### config.mk
export PLATFORM = sky130hd
export DESIGN_NAME = kbi_core
export DESIGN_NICKNAME = d
export VERILOG_FILES = /design/src/pkg/kbi_pkg.sv /design/src/core/kbi_core.sv
export SDC_FILE = /design/constraint.sdc
export NUM_CORES = 1
export LEC_CHECK = 0
export ABC_AREA = 1
export BUFFER_PORTS_ARGS = -buffer_cell sky130_fd_sc_hd__buf_2
export CAP_MARGIN = 30
export CORE_MARGIN = 3
export CORE_UTILIZATION = 55
export CTS_CLUSTER_SIZE = 25
export DETAILED_ROUTE_END_ITERATION = 6
export PLACE_DENSITY = 0.84
export REMOVE_ABC_BUFFERS = 1
export SYNTH_ARGS = -nofsm -noshare
export SYNTH_HDL_FRONTEND = slang
export SYNTH_SLANG_ARGS = --single-unit
### constraint.sdc
create_clock -name clk -period 2.6 [get_ports clk]
set_clock_uncertainty 0.15 [all_clocks]
set_input_delay 0.13 -clock clk [delete_from_list [all_inputs] [get_ports clk]]
set_output_delay 0.13 -clock clk [all_outputs]
set_load 0.01 [all_outputs]
### src/pkg/kbi_pkg.sv
`default_nettype none
package kbi_pkg;
  localparam int         ADDR_W          = 8;
  localparam int         DATA_W          = 8;
  localparam int         KEY_N           = 6;
  localparam int         EVT_N           = 2;

  localparam logic [7:0] OFF_STATUS_CTRL = 8'h1A;
  localparam logic [7:0] OFF_KEY_ENABLE  = 8'h1B;
  localparam logic [7:0] OFF_EVT_STATUS  = 8'h30;
  localparam logic [7:0] OFF_EVT_MASK    = 8'h31;

  localparam int         BIT_MODE        = 0;
  localparam int         BIT_IMASK       = 1;
  localparam int         BIT_ACK         = 2;
  localparam int         BIT_PENDING     = 3;
  localparam int         BIT_AWU_EN      = 6;
  localparam int         BIT_EVT_KEY     = 0;
  localparam int         BIT_EVT_AWU     = 1;

  localparam logic [15:0] KEY_VECTOR_ADDR = 16'hFFE0;

  localparam logic [5:0] RST_PINS        = 6'h3F;
  localparam logic [5:0] RST_KEY_EN      = 6'h00;
  localparam logic [1:0] RST_EVT         = 2'h0;
  localparam logic [7:0] RST_DATA        = 8'h00;

  typedef struct packed {
    logic [ADDR_W-1:0] addr;
    logic [DATA_W-1:0] wrData;
    logic              wrStb;
    logic              rdStb;
  } kbi_bus_s;

  typedef struct packed {
    logic [KEY_N-1:0]  pinMeta;
    logic [KEY_N-1:0]  pinSync;
    logic [KEY_N-1:0]  pinPrev;
    logic              awuMeta;
    logic              awuSync;
    logic              awuPrev;
    logic              keyLatch;
    logic              ackSeen;
    logic              awuLatch;
    logic              modeBit;
    logic              maskBit;
    logic [KEY_N-1:0]  keyEn;
    logic              awuEn;
    logic [EVT_N-1:0]  evtStat;
    logic [EVT_N-1:0]  evtMask;
    logic              cpuIrq;
    logic              intOut;
    logic [15:0]       vecAddr;
    logic [DATA_W-1:0] rdData;
  } kbi_state_s;

  localparam kbi_state_s ST_RESET = '{
    pinMeta:  RST_PINS,
    pinSync:  RST_PINS,
    pinPrev:  RST_PINS,
    awuMeta:  1'b0,
    awuSync:  1'b0,
    awuPrev:  1'b0,
    keyLatch: 1'b0,
    ackSeen:  1'b0,
    awuLatch: 1'b0,
    modeBit:  1'b0,
    maskBit:  1'b0,
    keyEn:    RST_KEY_EN,
    awuEn:    1'b0,
    evtStat:  RST_EVT,
    evtMask:  RST_EVT,
    cpuIrq:   1'b0,
    intOut:   1'b0,
    vecAddr:  KEY_VECTOR_ADDR,
    rdData:   RST_DATA
  };
endpackage
`default_nettype wire

### src/core/kbi_core.sv
// Operation
// - In edge-and-level mode inputs sense low levels too; clearing needs ack and all high.
// - A keypad vector fetch gives an internal acknowledge that clears the request.
// - Writing one to the acknowledge bit acts like a vector fetch acknowledge and also clears the auto-wakeup request.
// - An acknowledge never masks later edges; a falling edge after it sets a new request.
// - Unmasked and pending, the processor is steered to the keypad vector at FFE0/FFE1.
// - In edge-and-level mode the request stays set while any enabled input is low.
// - The auto-wakeup request clears only on a software acknowledge or reset.
// - In edge-and-level mode acknowledge and all-inputs-high may come in either order.
// - With the mode bit clear only falling edges count and an acknowledge clears at once.
// - Reset clears the pending request and the mode bit even with an input held low.
// - A readable pending flag shows the latched request whatever the mask bit is.
`default_nettype none
module kbi_core
  import kbi_pkg::*;
(
  input  wire logic              clk,
  input  wire logic              rstn,
  input  wire kbi_bus_s          bus,
  output logic [DATA_W-1:0]      rdData,
  input  wire logic [KEY_N-1:0]  kbdPin,
  input  wire logic              awuReq,
  input  wire logic              vecFetch,
  output logic                   cpuIrq,
  output logic [15:0]            vecAddr,
  output logic                   intr
);

  kbi_state_s st_r;
  kbi_state_s st_nxt;

  function automatic logic regHit(
    input logic [ADDR_W-1:0] addr,
    input logic [ADDR_W-1:0] off
  );
    regHit = (addr == off);
  endfunction

  logic [KEY_N-1:0] keyFall;
  logic             anyLow;
  logic             swAck;
  logic             anyAck;
  logic             awuRise;
  logic             keySet;
  logic             keyClr;
  logic             awuSet;
  logic             pending;
  logic             ackDone;
  logic [EVT_N-1:0] evtNew;
  logic [EVT_N-1:0] evtClr;
  logic [DATA_W-1:0] rdMux;

  always_comb begin
    st_nxt = st_r;

    // Two stages before any logic looks at the pins
    st_nxt.pinMeta = kbdPin;
    st_nxt.pinSync = st_r.pinMeta;
    st_nxt.pinPrev = st_r.pinSync;
    st_nxt.awuMeta = awuReq;
    st_nxt.awuSync = st_r.awuMeta;
    st_nxt.awuPrev = st_r.awuSync;

    keyFall = st_r.pinPrev & ~st_r.pinSync & st_r.keyEn;
    anyLow  = |(~st_r.pinSync & st_r.keyEn);
    awuRise = st_r.awuSync & ~st_r.awuPrev & st_r.awuEn;

    swAck = bus.wrStb && regHit(bus.addr, OFF_STATUS_CTRL)
            && bus.wrData[BIT_ACK];
    anyAck = swAck | vecFetch;

    // Level sense also catches a low already present when the mode is switched on
    keySet = (|keyFall)
             | (st_r.modeBit & anyLow & ~st_r.keyLatch);
    ackDone = anyAck | st_r.ackSeen;

    if (st_r.modeBit) begin
      keyClr = ackDone & ~anyLow;
    end else begin
      keyClr = anyAck;
    end

    // A new edge in the clearing cycle keeps the request
    if (keySet) begin
      st_nxt.keyLatch = 1'b1;
    end else if (keyClr) begin
      st_nxt.keyLatch = 1'b0;
    end

    if (keySet || keyClr || !st_r.modeBit) begin
      st_nxt.ackSeen = 1'b0;
    end else if (anyAck && st_r.keyLatch) begin
      st_nxt.ackSeen = 1'b1;
    end

    awuSet = awuRise;
    if (awuSet) begin
      st_nxt.awuLatch = 1'b1;
    end else if (swAck) begin
      st_nxt.awuLatch = 1'b0;
    end

    pending = st_r.keyLatch | st_r.awuLatch;

    if (bus.wrStb && regHit(bus.addr, OFF_STATUS_CTRL)) begin
      st_nxt.modeBit = bus.wrData[BIT_MODE];
      st_nxt.maskBit = bus.wrData[BIT_IMASK];
    end

    if (bus.wrStb && regHit(bus.addr, OFF_KEY_ENABLE)) begin
      st_nxt.keyEn = bus.wrData[KEY_N-1:0];
      st_nxt.awuEn = bus.wrData[BIT_AWU_EN];
    end

    if (bus.wrStb && regHit(bus.addr, OFF_EVT_MASK)) begin
      st_nxt.evtMask = bus.wrData[EVT_N-1:0];
    end

    evtNew = '0;
    evtNew[BIT_EVT_KEY] = keySet;
    evtNew[BIT_EVT_AWU] = awuSet;
    evtClr = '0;
    if (bus.wrStb && regHit(bus.addr, OFF_EVT_STATUS)) begin
      evtClr = bus.wrData[EVT_N-1:0];
    end
    // Set beats write-one-to-clear
    st_nxt.evtStat = (st_r.evtStat & ~evtClr) | evtNew;
    st_nxt.intOut  = |(st_nxt.evtStat & st_nxt.evtMask);

    // Request to the core is masked, the polled flag is not
    st_nxt.cpuIrq  = (st_nxt.keyLatch | st_nxt.awuLatch) & ~st_nxt.maskBit;
    st_nxt.vecAddr = KEY_VECTOR_ADDR;

    rdMux = RST_DATA;
    if (regHit(bus.addr, OFF_STATUS_CTRL)) begin
      rdMux[BIT_PENDING] = pending;
      rdMux[BIT_IMASK]   = st_r.maskBit;
      rdMux[BIT_MODE]    = st_r.modeBit;
    end else if (regHit(bus.addr, OFF_KEY_ENABLE)) begin
      rdMux[KEY_N-1:0]   = st_r.keyEn;
      rdMux[BIT_AWU_EN]  = st_r.awuEn;
    end else if (regHit(bus.addr, OFF_EVT_STATUS)) begin
      rdMux[EVT_N-1:0]   = st_r.evtStat;
    end else if (regHit(bus.addr, OFF_EVT_MASK)) begin
      rdMux[EVT_N-1:0]   = st_r.evtMask;
    end

    // Read data stands for one cycle only, zero otherwise
    if (bus.rdStb) begin
      st_nxt.rdData = rdMux;
    end else begin
      st_nxt.rdData = RST_DATA;
    end
  end

  always_ff @(posedge clk) begin
    if (!rstn) begin
      st_r <= ST_RESET;
    end else begin
      st_r <= st_nxt;
    end
  end

  assign rdData  = st_r.rdData;
  assign cpuIrq  = st_r.cpuIrq;
  assign vecAddr = st_r.vecAddr;
  assign intr    = st_r.intOut;

endmodule
`default_nettype wire

==> results by group <==
Critical path
  – Worst R2R Path Depth: 11
  – WP data arrival: 1.84 ns
  – CP Launch Type: input port
  – Worst reg2reg path endpoint: intr
  – Critical path's slowest cell: dlygate4sd3_1
  – R2r startpoint: st_nxt[46]
  – Worst path max stage delay: 0.57 ns
  – Critical path type: input port to flop
  – CP Buf/Inv Count: 3
  – Crit end category: flop
  – CP max FO: 12
  – Critical path's top delay family: simple AND/OR/NAND/NOR gates
  – CP required: 2.71 ns
  – R2R setup slack: 1.17 ns
  – Critical path, cell by cell: buf_2 -> inv_1 -> nand2_1 -> nor4_4 -> nand2_2 -> o21ai_2 -> dlygate4sd3_1 -> a21oi_1

Global routing
  – Gr usage total: 0.185
  – Global route overflow: 0
  – Vias in the first global route: 1,430
  – Largest net degree at the start of global routing: 23
  – First-pass GRT wire length: 5860 um
  – Initial antenna violation count: 0

Drt
  – WL per Instance: 10.3 um
  – Antenna viol nets, final: 0
  – DR pass1 iterations: 4
  – Number of DRC markers in iteration 0: 107
  – Remaining DRCs: 0
  – Vias: 1,540
  – Routed wire length: 3450 um
  – Via density: 4.60

Finish
  – Fillcell total: 290
  – Multi-input logic area: 703 um2
  – Seq. cell area: 921 um2
  – Fin util: 0.699
  – Layout Nets: 318
  – Diodes inserted: 0
  – Share of cells above drive strength 1: 0.199
  – Area Overhead vs Synth: 17.2%

Power
  – Clock power frac: 0.296
  – Sw Pwr: 0.266 mW
  – Worst VDD drop: 0.000280 V
  – P_leak: 1.08 nW
  – Part of the power in registers: 0.622
  – Logic pwr share: 0.083
  – Tot Pwr: 1.16 mW
  – Switching Fraction: 0.229
  – PwrDens: 522 nW/um2
  – Pint: 0.894 mW

Timing
  – Slew Viols, Final: 0
  – Final period util: 0.665
  – Final min period: 1.73 ns
  – RSZ-0062 raised after global routing: no
  – Setup TNS: 0 ns
  – Final worst slack: 0.872 ns
  – Fmax: 579 MHz
  – Final Setup Violations: 0
  – Final hold vios: 0
  – Slew HR: 0.615
  – Pin slew with the least headroom to its limit: 0.576 ns

Placed design
  – Number of port buffers: 35
  – DP Worst Slack: 0.997 ns
  – Post-DP HPWL: 2440 um
  – Placer Congestion: 0.880

Worst hold path
  – Worst hold path endpoint: st_r[32]
  – Hold Crit Class: input port to flop
  – Hold Path Depth: 5
  – Hold Path Origin: bus[10]

Floorplan
  – DIE AREA: 4190 um2
  – Initial Utilization: 0.596
  – Row count: 20
  – # IOs: 54
  – Die Width: 64.7 um
  – Die Ht: 64.7 um
  – Core area: 3180 um2

Synthesis
  – Area leader, netlist: dfxtp_1
  – Synthesized-area fraction occupied by adder cells: 0
  – Mux contribution to synthesized area: 0.00528
  – Flops & latches, synth: 46
  – Post-synthesis sequential area ratio: 0.486
  – Fraction of registers with async set/reset: 0
  – Share of the synthesized area in the top cell type: 0.486
  – Post-synth top cells: nand2_1 (50), dfxtp_1 (46), inv_1 (31)
  – Cells after Synth: 244
  – Simple-gate share of the synthesized area: 0.265
  – Cell Area, Synth: 1900 um2
  – Post-synthesis compound-gate area fraction: 0.0673
  – Top-count cell post-synth: nand2_1
  – Ys Warns: 0
  – Post-Syn Area per Cell: 7.77 um2
  – Post-synth EDFFs: 0
  – Netlist cell types: 23
  – Post-Synth XOR/XNOR Area: 0
  – Largest family of logic cells by synthesized area: simple AND/OR/NAND/NOR gates
  – Main synth FF type: dfxtp_1
  – Area contributors post-synth: dfxtp_1 (49%), nand2_1 (9.9%), buf_4 (9.5%), inv_1 (6.1%), nand3_1 (5.0%)

Outcome
  – Status: finished clean

Clock network
  – Clk slew on worst S/H paths: 0.12 ns
  – Htree depth: 2
  – Sink Count: 46
  – CTS tree: done
  – CTS max path bufs: 2
  – Clock Root Buffer: clkbuf_4
  – # resized after CTS: 0
  – Inserted Clock Buffers: 5
  – Worst skew pair latency: 0.36 ns

Job
  – Max-capacitance violation count: 0
area by class of cell:
cell class | count | area share
Clock buffer | 7 | 0.0248
Inverter | 31 | 0.0524
Timing Repair Buffer | 54 | 0.165
Sequential cell | 46 | 0.415
Clock inverter | 1 | 0.00225
Tap cell | 44 | 0.0248
Multi-Input combinational cell | 152 | 0.317
cells in the final DEF, fill, tap and decap left out, types with 3 or more instances in the layout:
cell type,count
nand3_1,19
or2_2,12
nand2_1,50
nor2_1,20
conb_1,17
dlygate4sd3_1,19
o21ai_0,5
nand4_1,3
dfxtp_1,46
a21oi_1,15
clkbuf_4,5
buf_2,35
inv_1,31
worst max path at each step:
| stage | slack, ns | depth (start not counted) | from | end |
|---|---|---|---|---|
| after global placement | 1.04 | 7 | bus[15] | st_r[33] |
| final | 0.87 | 8 | bus[15] | st_r[35] |
| after global routing | 0.74 | 8 | bus[15] | st_r[35] |
| after floorplan | 1.32 | 6 | bus[15] | st_r[33] |
| after detailed placement | 1.0 | 7 | bus[15] | st_r[33] |
| after CTS | 0.92 | 8 | bus[15] | st_r[35] |
registers in the layout, summed over array words and instances (netlist names):
| register | flops |
|---|---|
| cpuIrq | 1 |
| rdData | 7 |
| st_nxt | 14 |
| st_r | 23 |
| intr | 1 |
cell families after synthesis:
family / after synthesis
other: 2
AOI/OAI and AO/OA: 24
buffers and inverters: 61
muxes: 1
DFF: 46
and+or+nand+nor: 110
power groups by stage:
stage          combinational (mW)  clock, mW  sequential, mW
6_report                   0.0959      0.343           0.721
5_1_grt                     0.108      0.376           0.723
4_1_cts                    0.0952      0.348           0.721
3_5_place_dp               0.0734          0           0.737
3_3_place_gp               0.0714          0           0.737
2_1_floorplan              0.0395          0           0.736
layer usage:
layer,share of wire,track usage
met1,0.43,0.212
met2,0.46,0.304
met3,0.089,0.0451
met4,0.022,0.121
met5,0,0
stage by stage:
step,std cells,hold slack (ns),instance area (um2)
floorplan,229,0.0489,1740
CTS,335,0.0233,2220
global placement,308,0.160,1970
detailed placement,308,0.167,1970
finish,335,0.0348,2220
global route,335,0.0442,2220
repair_timing:
action / 4_1_cts / 5_1_grt
setup endpoints to repair: 0 / 0
setup buffers: 0 / 0
endpoints found under the hold margin: 34 / 0
hold buffers: 19 / 0
worst min-delay path, cell delays in order:
cell and delay [ns]:
buf_2 0.11, nand2_2 0.07, nor4_4 0.06, nand3_1 0.07, a21oi_1 0.06
(Power assumes the default switching activity.)
